$ cat src/rtl/isrp_regs.vh
// constants for the inertial sensor serial register port
`ifndef ISRP_REGS_VH
`define ISRP_REGS_VH
// ==========================================================
// frame and word layout
`define ISRP_WORD_W 16
`define ISRP_FRAME_LAST 5'h0f
`define ISRP_FRAME_BITS 5'h10
`define ISRP_CMD_WRITE_BIT 15
`define ISRP_ADDR_HI 13
`define ISRP_ADDR_LO 8
`define ISRP_ND_BIT 15
`define ISRP_EA_BIT 14
`define ISRP_MEAS_W 14
`define ISRP_SHORT_MASK 14'h0fff
// ==========================================================
// byte addresses of the output data registers (low byte)
`define ISRP_A_SUPPLY 6'h02
`define ISRP_A_RATE_X 6'h04
`define ISRP_A_RATE_Y 6'h06
`define ISRP_A_RATE_Z 6'h08
`define ISRP_A_ACCEL_X 6'h0a
`define ISRP_A_ACCEL_Y 6'h0c
`define ISRP_A_ACCEL_Z 6'h0e
`define ISRP_A_TEMP_X 6'h10
`define ISRP_A_TEMP_Y 6'h12
`define ISRP_A_TEMP_Z 6'h14
`define ISRP_A_AUX 6'h16
// ==========================================================
// word indices (byte address divided by two)
`define ISRP_W_FIRST 5'h01
`define ISRP_W_LAST 5'h0b
`define ISRP_W_TEMP_X 5'h08
`define ISRP_W_TEMP_Z 5'h0a
`define ISRP_W_AUX 5'h0b
`define ISRP_W_CFG_LO 5'h0d
`define ISRP_W_CFG_HI 5'h1d
`define ISRP_CFG_N 17
`define ISRP_CFG_LAST 5'h10
`define ISRP_W_STATUS 5'h1e
`define ISRP_W_COMMAND 5'h1f
`define ISRP_FLASH_BIT 3
// ==========================================================
// sample stream and buffer
`define ISRP_CHAN_W 4
`define ISRP_SMP_W 18
`define ISRP_FIFO_DEPTH 16
`define ISRP_FIFO_AW 4
`endif

$ cat src/rtl/isrp_fifo.v
// synchronous fifo in flip-flops, valid/ready on both sides
`timescale 1ns/1ps
module isrp_fifo #(
	parameter W = 18,
	parameter DEPTH = 16,
	parameter AW = 4
) (
	input wire clk,
	input wire rst,
	input wire inValid,
	output wire inReady,
	input wire [W-1:0] inData,
	output wire outValid,
	input wire outReady,
	output wire [W-1:0] outData
);
	reg [W-1:0] mem_ff [0:DEPTH-1];
	reg [AW-1:0] wrPtr_ff;
	reg [AW-1:0] rdPtr_ff;
	reg [AW:0] count_ff;
	wire push;
	wire pop;
	localparam [AW:0] FULL_CNT = DEPTH;
	localparam [AW:0] ONE_CNT = 1;
	localparam [AW-1:0] ONE_PTR = 1;

	// honest flags from the occupancy count
	assign inReady = (count_ff != FULL_CNT);
	assign outValid = (count_ff != {(AW+1){1'b0}});
	assign push = inValid & inReady;
	assign pop = outValid & outReady;
	assign outData = mem_ff[rdPtr_ff];

	// storage is not reset, only pointers and count carry state
	always @(posedge clk) begin
		if (push) begin
			mem_ff[wrPtr_ff] <= inData;
		end
	end

	// pointers wrap naturally since depth is a power of two
	always @(posedge clk or posedge rst) begin
		if (rst) begin
			wrPtr_ff <= {AW{1'b0}};
			rdPtr_ff <= {AW{1'b0}};
			count_ff <= {(AW+1){1'b0}};
		end else begin
			if (push) begin
				wrPtr_ff <= wrPtr_ff + ONE_PTR;
			end
			if (pop) begin
				rdPtr_ff <= rdPtr_ff + ONE_PTR;
			end
			if (push & ~pop) begin
				count_ff <= count_ff + ONE_CNT;
			end else if (pop & ~push) begin
				count_ff <= count_ff - ONE_CNT;
			end
		end
	end
endmodule // isrp_fifo

$ cat src/rtl/isrp_spi_port.v
// serial register port of the six-axis inertial sensor
`timescale 1ns/1ps
`include "isrp_regs.vh"
module isrp_spi_port (
	input wire clk,
	input wire rst,
	input wire csN,
	input wire sclk,
	input wire mosi,
	output wire miso,
	output wire misoOeN,
	input wire smpValid,
	output wire smpReady,
	input wire [3:0] smpChan,
	input wire [13:0] smpData,
	input wire [15:0] statusCauses,
	output wire [4:0] nvAddr,
	input wire [15:0] nvRdData,
	output wire nvWrEn,
	output wire [15:0] nvWrData,
	output wire portReady,
	output wire [271:0] cfgWords
);
	// ==========================================================
	// sequencer states
	localparam [2:0] ST_LOAD = 3'h1;
	localparam [2:0] ST_RUN = 3'h2;
	localparam [2:0] ST_SAVE = 3'h4;
	localparam [4:0] ONE5 = 5'h01;

	// ==========================================================
	// decode helpers
	// output data words, supply through auxiliary
	function isSensor;
		input [4:0] idx;
		begin
			isSensor = (idx >= `ISRP_W_FIRST) && (idx <= `ISRP_W_LAST);
		end
	endfunction

	// working configuration words, all writable here
	function isCfg;
		input [4:0] idx;
		begin
			isCfg = (idx >= `ISRP_W_CFG_LO) && (idx <= `ISRP_W_CFG_HI);
		end
	endfunction

	// temperatures, supply and auxiliary carry 12-bit values
	function isShort;
		input [4:0] idx;
		begin
			isShort = ((idx >= `ISRP_W_TEMP_X) && (idx <= `ISRP_W_TEMP_Z)) ||
				(idx == `ISRP_W_AUX) || (idx == `ISRP_W_FIRST);
		end
	endfunction

	// ==========================================================
	// declarations
	reg csS1_ff, csS2_ff, csD_ff;
	reg sclkS1_ff, sclkS2_ff, sclkD_ff;
	reg mosiS1_ff, mosiS2_ff;
	reg [4:0] bitCnt_ff;
	reg [14:0] rxShift_ff;
	reg [15:0] txShift_ff;
	reg [15:0] respHold_ff;
	reg [2:0] state_ff;
	reg frameOk_ff;
	reg [4:0] seqIdx_ff;
	reg nvWrEn_ff;
	reg [15:0] nvWrData_ff;
	reg [15:0] cfgMem_ff [0:`ISRP_CFG_N-1];
	reg [13:0] meas_ff [`ISRP_W_FIRST:`ISRP_W_LAST];
	reg [`ISRP_W_LAST:`ISRP_W_FIRST] newFlag_ff;
	reg [15:0] nxt_resp;
	wire running;
	wire active;
	wire sclkRise;
	wire sclkFall;
	wire frameStart;
	wire frameDone;
	wire [15:0] rxWord;
	wire isWrite;
	wire [5:0] cmdAddr;
	wire [4:0] cmdWord;
	wire [4:0] cfgIdx;
	wire errFlag;
	wire flashReq;
	wire fifoValid;
	wire fifoReady;
	wire [17:0] fifoData;
	wire [4:0] drainIdx;
	wire drain;
	integer i;
	integer j;

	// ==========================================================
	// pin synchronisers, first stage feeds only the second
	// reset values match the idle pins, so no false edge follows reset
	always @(posedge clk or posedge rst) begin
		if (rst) begin
			csS1_ff <= 1'b1;
			csS2_ff <= 1'b1;
			csD_ff <= 1'b1;
			sclkS1_ff <= 1'b1;
			sclkS2_ff <= 1'b1;
			sclkD_ff <= 1'b1;
			mosiS1_ff <= 1'b0;
			mosiS2_ff <= 1'b0;
		end else begin
			csS1_ff <= csN;
			csS2_ff <= csS1_ff;
			csD_ff <= csS2_ff;
			sclkS1_ff <= sclk;
			sclkS2_ff <= sclkS1_ff;
			sclkD_ff <= sclkS2_ff;
			mosiS1_ff <= mosi;
			mosiS2_ff <= mosiS1_ff;
		end
	end

	// edges are seen two to three clocks late; sclk must stay under clk/4
	assign running = (state_ff == ST_RUN);
	assign active = ~csS2_ff & running & frameOk_ff;
	assign sclkRise = sclkS2_ff & ~sclkD_ff;
	assign sclkFall = ~sclkS2_ff & sclkD_ff;
	assign frameStart = ~csS2_ff & csD_ff;
	assign frameDone = active & sclkRise & (bitCnt_ff == `ISRP_FRAME_LAST);
	assign rxWord = {rxShift_ff, mosiS2_ff};

	// a frame counts only if it opened while running; one that straddles
	// the end of restore or save is left alone until chip select rises
	always @(posedge clk or posedge rst) begin
		if (rst) begin
			frameOk_ff <= 1'b0;
		end else if (csS2_ff) begin
			frameOk_ff <= 1'b0;
		end else if (frameStart) begin
			frameOk_ff <= running;
		end
	end

	// ==========================================================
	// receive side: bit count and shift register
	always @(posedge clk or posedge rst) begin
		if (rst) begin
			bitCnt_ff <= 5'h00;
			rxShift_ff <= 15'h0000;
		end else if (~active) begin
			bitCnt_ff <= 5'h00;
		end else if (sclkRise && (bitCnt_ff < `ISRP_FRAME_BITS)) begin
			bitCnt_ff <= bitCnt_ff + ONE5; // extra clocks past 16 are ignored
			rxShift_ff <= rxWord[14:0];
		end
	end

	// ==========================================================
	// command decode of a finished frame
	// bit 14 of a command is not looked at; bit 15 alone marks a write
	assign isWrite = rxWord[`ISRP_CMD_WRITE_BIT];
	assign cmdAddr = rxWord[`ISRP_ADDR_HI:`ISRP_ADDR_LO];
	assign cmdWord = cmdAddr[5:1];
	assign cfgIdx = cmdWord - `ISRP_W_CFG_LO;
	assign flashReq = frameDone & isWrite & (cmdWord == `ISRP_W_COMMAND) &
		~cmdAddr[0] & rxWord[`ISRP_FLASH_BIT];
	assign errFlag = |statusCauses;

	// answer word for a read, whole register for either byte
	always @* begin
		nxt_resp = 16'h0000;
		if (isSensor(cmdWord)) begin
			nxt_resp = {newFlag_ff[cmdWord], errFlag, meas_ff[cmdWord]};
		end else if (isCfg(cmdWord)) begin
			nxt_resp = cfgMem_ff[cfgIdx];
		end else if (cmdWord == `ISRP_W_STATUS) begin
			nxt_resp = statusCauses;
		end
	end

	// ==========================================================
	// transmit side: answer of the previous frame goes out now
	// the first fall of a frame does not shift: its msb is already out
	always @(posedge clk or posedge rst) begin
		if (rst) begin
			respHold_ff <= 16'h0000;
			txShift_ff <= 16'h0000;
		end else begin
			if (frameDone) begin
				respHold_ff <= isWrite ? 16'h0000 : nxt_resp;
			end
			if (frameStart) begin
				txShift_ff <= respHold_ff;
			end else if (active && sclkFall && (bitCnt_ff != 5'h00) &&
				(bitCnt_ff < `ISRP_FRAME_BITS)) begin
				txShift_ff <= {txShift_ff[14:0], 1'b0};
			end
		end
	end

	// output enable is active low: the synchronised select gated by running and frameOk_ff
	assign miso = txShift_ff[15];
	assign misoOeN = ~active;

	// ==========================================================
	// sample buffer between the measurement path and the registers
	// a full buffer refuses samples rather than overwrite the oldest
	isrp_fifo #(
		.W(`ISRP_SMP_W),
		.DEPTH(`ISRP_FIFO_DEPTH),
		.AW(`ISRP_FIFO_AW)
	) u_fifo (
		.clk(clk),
		.rst(rst),
		.inValid(smpValid),
		.inReady(smpReady),
		.inData({smpChan, smpData}),
		.outValid(fifoValid),
		.outReady(fifoReady),
		.outData(fifoData)
	);

	// drain stalls during a frame so a word never changes mid-read
	assign fifoReady = running & csS2_ff;
	assign drain = fifoValid & fifoReady;
	assign drainIdx = {1'b0, fifoData[17:14]};

	// ==========================================================
	// measurement words and new-data flags
	// a read clear needs csN low and a drain csN high, so they never meet
	always @(posedge clk or posedge rst) begin
		if (rst) begin
			newFlag_ff <= 11'h000;
			for (i = `ISRP_W_FIRST; i <= `ISRP_W_LAST; i = i + 1) begin
				meas_ff[i] <= 14'h0000;
			end
		end else begin
			// read clears first so that a same-cycle update wins
			if (frameDone && ~isWrite && isSensor(cmdWord)) begin
				newFlag_ff[cmdWord] <= 1'b0;
			end
			if (drain && isSensor(drainIdx)) begin
				newFlag_ff[drainIdx] <= 1'b1;
				if (isShort(drainIdx)) begin
					meas_ff[drainIdx] <= fifoData[13:0] & `ISRP_SHORT_MASK;
				end else begin
					meas_ff[drainIdx] <= fifoData[13:0];
				end
			end
		end
	end

	// ==========================================================
	// sequencer: restore, serve, persist; owns the working copy
	always @(posedge clk or posedge rst) begin
		if (rst) begin
			state_ff <= ST_LOAD;
			seqIdx_ff <= 5'h00;
			nvWrEn_ff <= 1'b0;
			nvWrData_ff <= 16'h0000;
			for (j = 0; j < `ISRP_CFG_N; j = j + 1) begin
				cfgMem_ff[j] <= 16'h0000;
			end
		end else begin
			nvWrEn_ff <= 1'b0;
			case (state_ff)
				ST_LOAD: begin
					// nvRdData must answer nvAddr within the same clock
					cfgMem_ff[seqIdx_ff] <= nvRdData;
					if (seqIdx_ff == `ISRP_CFG_LAST) begin
						seqIdx_ff <= 5'h00;
						state_ff <= ST_RUN;
					end else begin
						seqIdx_ff <= seqIdx_ff + ONE5;
					end
				end
				ST_RUN: begin
					// bytes land only from a complete frame
					if (frameDone && isWrite && isCfg(cmdWord)) begin
						if (cmdAddr[0]) begin
							cfgMem_ff[cfgIdx][15:8] <= rxWord[7:0];
						end else begin
							cfgMem_ff[cfgIdx][7:0] <= rxWord[7:0];
						end
					end
					if (flashReq) begin
						seqIdx_ff <= 5'h00;
						state_ff <= ST_SAVE;
					end
				end
				ST_SAVE: begin
					// one word per clock to the nonvolatile store
					nvWrEn_ff <= 1'b1;
					nvWrData_ff <= cfgMem_ff[seqIdx_ff];
					// step past the last word too, so nvAddr still leads by one
					seqIdx_ff <= seqIdx_ff + ONE5;
					if (seqIdx_ff == `ISRP_CFG_LAST) begin
						state_ff <= ST_RUN;
					end
				end
				default: begin
					// a stray state code restarts the restore
					state_ff <= ST_LOAD;
					seqIdx_ff <= 5'h00;
				end
			endcase
		end
	end

	// nvAddr leads nvWrData by one clock while saving
	// after a save nvAddr rests one past the last word
	assign nvAddr = seqIdx_ff;
	assign nvWrEn = nvWrEn_ff;
	assign nvWrData = nvWrData_ff;
	assign portReady = running;

	// working copy exposed to the rest of the sensor
	genvar g;
	generate
		for (g = 0; g < `ISRP_CFG_N; g = g + 1) begin : g_cfg
			assign cfgWords[g*16 +: 16] = cfgMem_ff[g];
		end
	endgenerate
endmodule // isrp_spi_port

$ cat config.mk
export PLATFORM = sky130hd
export DESIGN_NAME = isrp_spi_port
export DESIGN_NICKNAME = d
export VERILOG_FILES = /design/src/rtl/isrp_fifo.v /design/src/rtl/isrp_spi_port.v
export VERILOG_INCLUDE_DIRS = /design/src /design/src/rtl
export SDC_FILE = /design/constraint.sdc
export NUM_CORES = 2
export LEC_CHECK = 0
export ABC_AREA = 1
export BUFFER_PORTS_ARGS = -buffer_cell sky130_fd_sc_hd__buf_2
export CAP_MARGIN = 25
export CELL_PAD_IN_SITES_DETAIL_PLACEMENT = 1
export CELL_PAD_IN_SITES_GLOBAL_PLACEMENT = 1
export CORE_ASPECT_RATIO = 1.1
export CORE_UTILIZATION = 49
export DETAILED_ROUTE_END_ITERATION = 8
export PLACE_DENSITY_LB_ADDON = 0.1
export SYNTH_ARGS = -nofsm -noshare
export SYNTH_HDL_FRONTEND = slang
export SYNTH_SLANG_ARGS = --single-unit
$ cat constraint.sdc
create_clock -name clk -period 58 [get_ports clk]
set_clock_uncertainty 0.1 [all_clocks]
set_input_delay 11.6 -clock clk [delete_from_list [all_inputs] [get_ports clk]]
set_output_delay 11.6 -clock clk [all_outputs]
set_load 0.03 [all_outputs]
After elaboration in Yosys (flattened, before gate mapping):

Memory sizes are Yosys's and may differ from the RTL's.
Cells that the tools add are included.

* memories: 1
* output and inout port bits: 298
* flip-flop bits (word level): 536
* word-level logic and storage cells: 208
* bits in writable memories: 288

Memory list
* u_fifo.mem_ff: depth 16, bits a word 18, rd ports 1, clocked after Yosys merged registers in 0, write ports 1, line isrp_fifo.v:17 `reg [W-1:0] mem_ff [0:DEPTH-1];`

* eq/ne operators: 14
* mux-type cells: 55
* reductions and logical operators: 31
* bitwise logic cells: 31
* order comparisons: 20
* add/subtract/negate cells: 7

Operators by type and width (number)
* bitwise mux 272 bit: 3
* 2-to-1 mux 272 bit: 2
* one-hot mux 272 bit (2 select lines): 1
* bitwise mux 154 bit: 2
* demux 16 bit (select 5 bit): 3
* 2-to-1 mux 16 bit: 12
* binary-select mux 16 bit (select 5 bit): 2
* 2-to-1 mux 154 bit: 1
* binary-select mux 14 bit (select 4 bit): 1
* demux 14 bit (select 4 bit): 1
* 2-to-1 mux 14 bit: 3
* 2-to-1 mux 5 bit: 6
* 2-to-1 mux 11 bit: 2
* logical AND 1 bit: 18
* less-than comparator 6 x 1 -> 1 bit (second input constant): 3
* NOT 5 -> 6 bit: 3
* bitwise AND 1 bit: 16
* OR reduction 16 bit: 1
* adder 5 x 1 -> 5 bit (second input constant): 3
* equality test 5 bit (second input constant): 3
* one-hot mux 5 bit (3 select lines): 1
* greater-or-equal comparator 6 x 5 -> 1 bit (second input constant): 2
* greater-or-equal comparator 6 bit (second input constant): 2
* bitwise AND 11 bit: 1
* other kinds (35): 66

Longest topological paths before layout:

* word-level depth: 11
* mapped depth: 19
* mapped depth without buffers: 14

Cells and area by module:

From an unflattened synthesis, not the netlist that was laid out.

* cell total of the unflattened synthesis: 5855
* area, all modules: 43604.3 um2

Modules (own cells, without submodules)
* isrp_spi_port: area each 30745.7 um2, cells each 4616, instances 1
* isrp_fifo: area each 12858.6 um2, cells each 1239, instances 1

Least setup slack after synthesis:

OpenSTA, ideal clock, no wires.

* path kind: input to register
* start: input port smpValid
* end: register u_fifo.count_ff[4]
* required time: 57775 ps
* arrival time: 13038 ps
* stages: 12
* setup slack: 44736 ps
* setup time: 125 ps
* cells stage by stage: nand2_1 > clkinv_1 > ha_1 > inv_1 > ha_1 > a21oi_1 > nor2_1 > nor2_1 > nand2_1 > nand2_1 > nor2_1 > xor2_1

* word-level cells in the longest chain between the ends: 4

RTL lines
* from (decl): line isrp_spi_port.v:12 `input wire smpValid,`
* bitwise AND 1 bit *: line isrp_fifo.v:30 `assign push = inValid & inReady;`
* via u_fifo.push: line isrp_fifo.v:21 `wire push;`
* NOT 1 bit: line isrp_fifo.v:56 `end else if (pop & ~push) begin`
* bitwise AND 1 bit: line isrp_fifo.v:56
* nonzero test 2 bit (no line)
* to (signal assigned): line isrp_fifo.v:46 `count_ff <= {(AW+1){1'b0}};`
* to (signal assigned): line isrp_fifo.v:55 `count_ff <= count_ff + ONE_CNT;`
* to (signal assigned): line isrp_fifo.v:57 `count_ff <= count_ff - ONE_CNT;`
* to (decl): line isrp_fifo.v:20 `reg [AW:0] count_ff;`

Mark *: on every way through the listed nets, which the timed path passes. The rest lies on a longest branch.
A chain may end at the register's enable or synchronous reset.

==> results.cfg <==
[run_status]
outcome = finished clean

[synthesis]
netlist.top_cell.by_area = dfrtp_1
ys_dominant_reg_cell = dfrtp_1
synth-async-reset-ratio = 0.650
synth_seq_area_share = 0.513
synth_common_cells = 1786 x nand2_1, 884 x o21ai_0, 529 x dfrtp_1
postSynthNetCount = 5590
yosys_register_bits = 824
synth.cell_area_um2 = 43000
synthesis.area_per_instance_um2 = 7.81
ys_warn_count = 0
yosysTopAreaCellShare = 0.308
synth_top_cells_by_area = dfrtp_1 31%, edfxtp_1 20%, nand2_1 16%
synth_most_common_cell = nand2_1
number_of_cells_produced_by_synthesis = 5512
yosys.cell_types.count = 48
synth_enable_flop_cells = 288

[floorplanning]
die_height_um = 313
floorplan.core_area_um2 = 86700
fp.dieW_um = 285
ioPinCount = 354
core.rowCount = 113
floorplan.initialDensity = 0.497
die-area_um2 = 89000

[timing]
finalSetupViolations = 0
drv_slew = 0
hold_violations = 0
finalWorstPathRequiredPeriod_ns = 14.30
sum_neg_setup_slack_ns = 0
tightest_slew_ns = 1.21
maxClockFrequency_mhz = 70.0
unrepaired_setup_endpoints_after_global_routing = false
period_share = 0.246
timing.slew.headroom = 0.187
timing.hold.ws_ns = 0.251

[critical_path]
critical_path_required_ns = 58.52
cp_max_fo = 95
worstPathArrival_ns = 14.81
worstSetupStartpointType = primary input
critPathKind = primary input to async pin
critical_path.endpoint_type = async pin

[cts]
cts_hold_repair.buffers = 0
cts_htree_levels = 3
cts.sink_count = 824
post_cts_resize_count = 0
cts_buffers = 88
clkLatencyLatePin_ns = 0.71
cts_post_setup_buffers_inserted = 0
cts_tree = done
ctsRootBufferMaster = clkbuf_16
maximum_clock_insertion_buffer_count = 3
clkTransAtPathRegs_ns = 0.06

[grt]
grt_pass1_wl_um = 288000
antenna_found_initial = 4
grt_max_degree = 106
grt_pass1_vias = 43700
grt_usage = 0.436
grt_overflow_total = 0

[power]
power_density_nw_per_um2 = 37.3
power.ir.vdd_worst_v = 0.0000333
static-leakage-power_nw = 20.8
power.total_mw = 1.83

[cells_and_area]
finish.net_count = 5775
layout.filler_cells = 10800
ff_latch_area_um2 = 22100
drive_above_1_share = 0.122
syn2layout_area_growth_pct = 13.6
multi_input_comb_area_um2 = 18600
final_util = 0.564

[placed_design]
port-buffer-count = 353
detailed_place_hpwl_um = 132000
globalplace.congestion = 1.02

[drt]
dr.first_iter.drc_count = 4975
wl_per_cell_um = 28.3
postRouteWirelength_um = 196000
total_vias_in_the_final_route = 43700
ant_nets = 0
detail_route.first_pass.iterations = 6
drc = 0
drt-vias-per-instance = 6.31

[job]
drv_cap = 0

[hold_path]
holdCritPathClass = flop to flop
## layer usage
metal | wire length [µm] | part of all wire | GRT usage
met5 | 26 | 0.00013 | 0
met4 | 16600 | 0.085 | 0.321
met3 | 18000 | 0.092 | 0.0949
met2 | 89800 | 0.46 | 0.685
met1 | 71500 | 0.37 | 0.530
## layout make-up
class                           count  area share
Sequential cell                   824       0.452
Multi-Input combinational cell   4050       0.380
Timing Repair Buffer              451      0.0549
Clock buffer                      124      0.0501
Tap cell                         1150      0.0294
Inverter                          282      0.0221
Clock inverter                     39      0.0114
Antenna cell                        1   0.0000512
## path summary, 6_finish.rpt
check | startpoint | to | slack, ns | cells after the start
hold reg to reg | csS1_ff$_DFF_PP1_ | csS2_ff$_DFF_PP1_ | 0.25 | 0
setup reg to reg | rxShift_ff[8]$_DFFE_PP0P_ | respHold_ff[0]$_DFFE_PP0N_ | 52.34 | 12
setup / recovery | rst | u_fifo.rdPtr_ff[0]$_DFFE_PP0P_ | 43.70 | 5
min in group asynchronous | rst | cfgWords[139]$_DFFE_PP0P_ | 10.93 | 2
hold / removal | csS1_ff$_DFF_PP1_ | csS2_ff$_DFF_PP1_ | 0.25 | 0
max in group clk | state_ff[0]$_DFFE_PP1P_ | portReady | 43.71 | 4
## worst max-delay path, cell delays in order
cell   delay [ns]
buf_2        0.13
inv_8        0.48
buf_4        0.83
buf_4        0.78
buf_4        0.77
## kinds of logic (layout without fill, tap and decap cells)
kind of cell	after synthesis	count (layout)	share of synthesized area
adders and majority gates	22	22	0.00657
buffers and inverters	638	896	0.0573
xor gates and xnor gates	12	12	0.00244
AOI/OAI and AO/OA	1341	1341	0.168
and+or+nand+nor	2675	2675	0.253
DFF	824	824	0.513
other	0	1	0
## through the flow
stage,cell area [µm²],instances,setup slack [ns]
2_1_floorplan,43000,5512,31.33
3_3_place_gp,45600,6742,42.81
3_5_place_dp,45700,6748,42.78
4_1_cts,48700,6911,43.49
5_1_grt,48900,6920,43.26
6_report,48900,6921,43.70
## report_power, final
group / switching (mW) / internal, mW / leakage (nW) / total (mW)
registers: 0.0597 / 0.686 / 9.09 / 0.746
logic: 0.369 / 0.115 / 10.2 / 0.485
clock network: 0.257 / 0.338 / 1.46 / 0.595
## cells in the final DEF (no fill, tap or decap), drive strengths merged
cell type  synthesis  layout
nand2           1789    1789
o21ai            919     919
dfrtp            529     529
nor2             512     512
buf               86     450
edfxtp           288     288
inv              273     272
nand3            250     250
a21oi            190     190
clkbuf           270     125
nand4            103     103
o22ai             84      84
o211ai            54      54
clkinv             9      37
o221ai            32      32
a31oi             23      23
ha                21      21
nor3              15      15
a41oi             13      13
a22oi             11      11
xor2              10      10
bufinv             0       9
dfstp              7       7
o21bai             6       6
nor4               5       5
a22o               3       3
clkinvlp           0       3
a221oi             2       2
xnor2              2       2
diode              0       1
nand3b             1       1
a21o               1       1
o21a               1       1
o311ai             1       1
a32oi              1       1
fa                 1       1
Note: power is estimated with default switching activity, not from simulation.
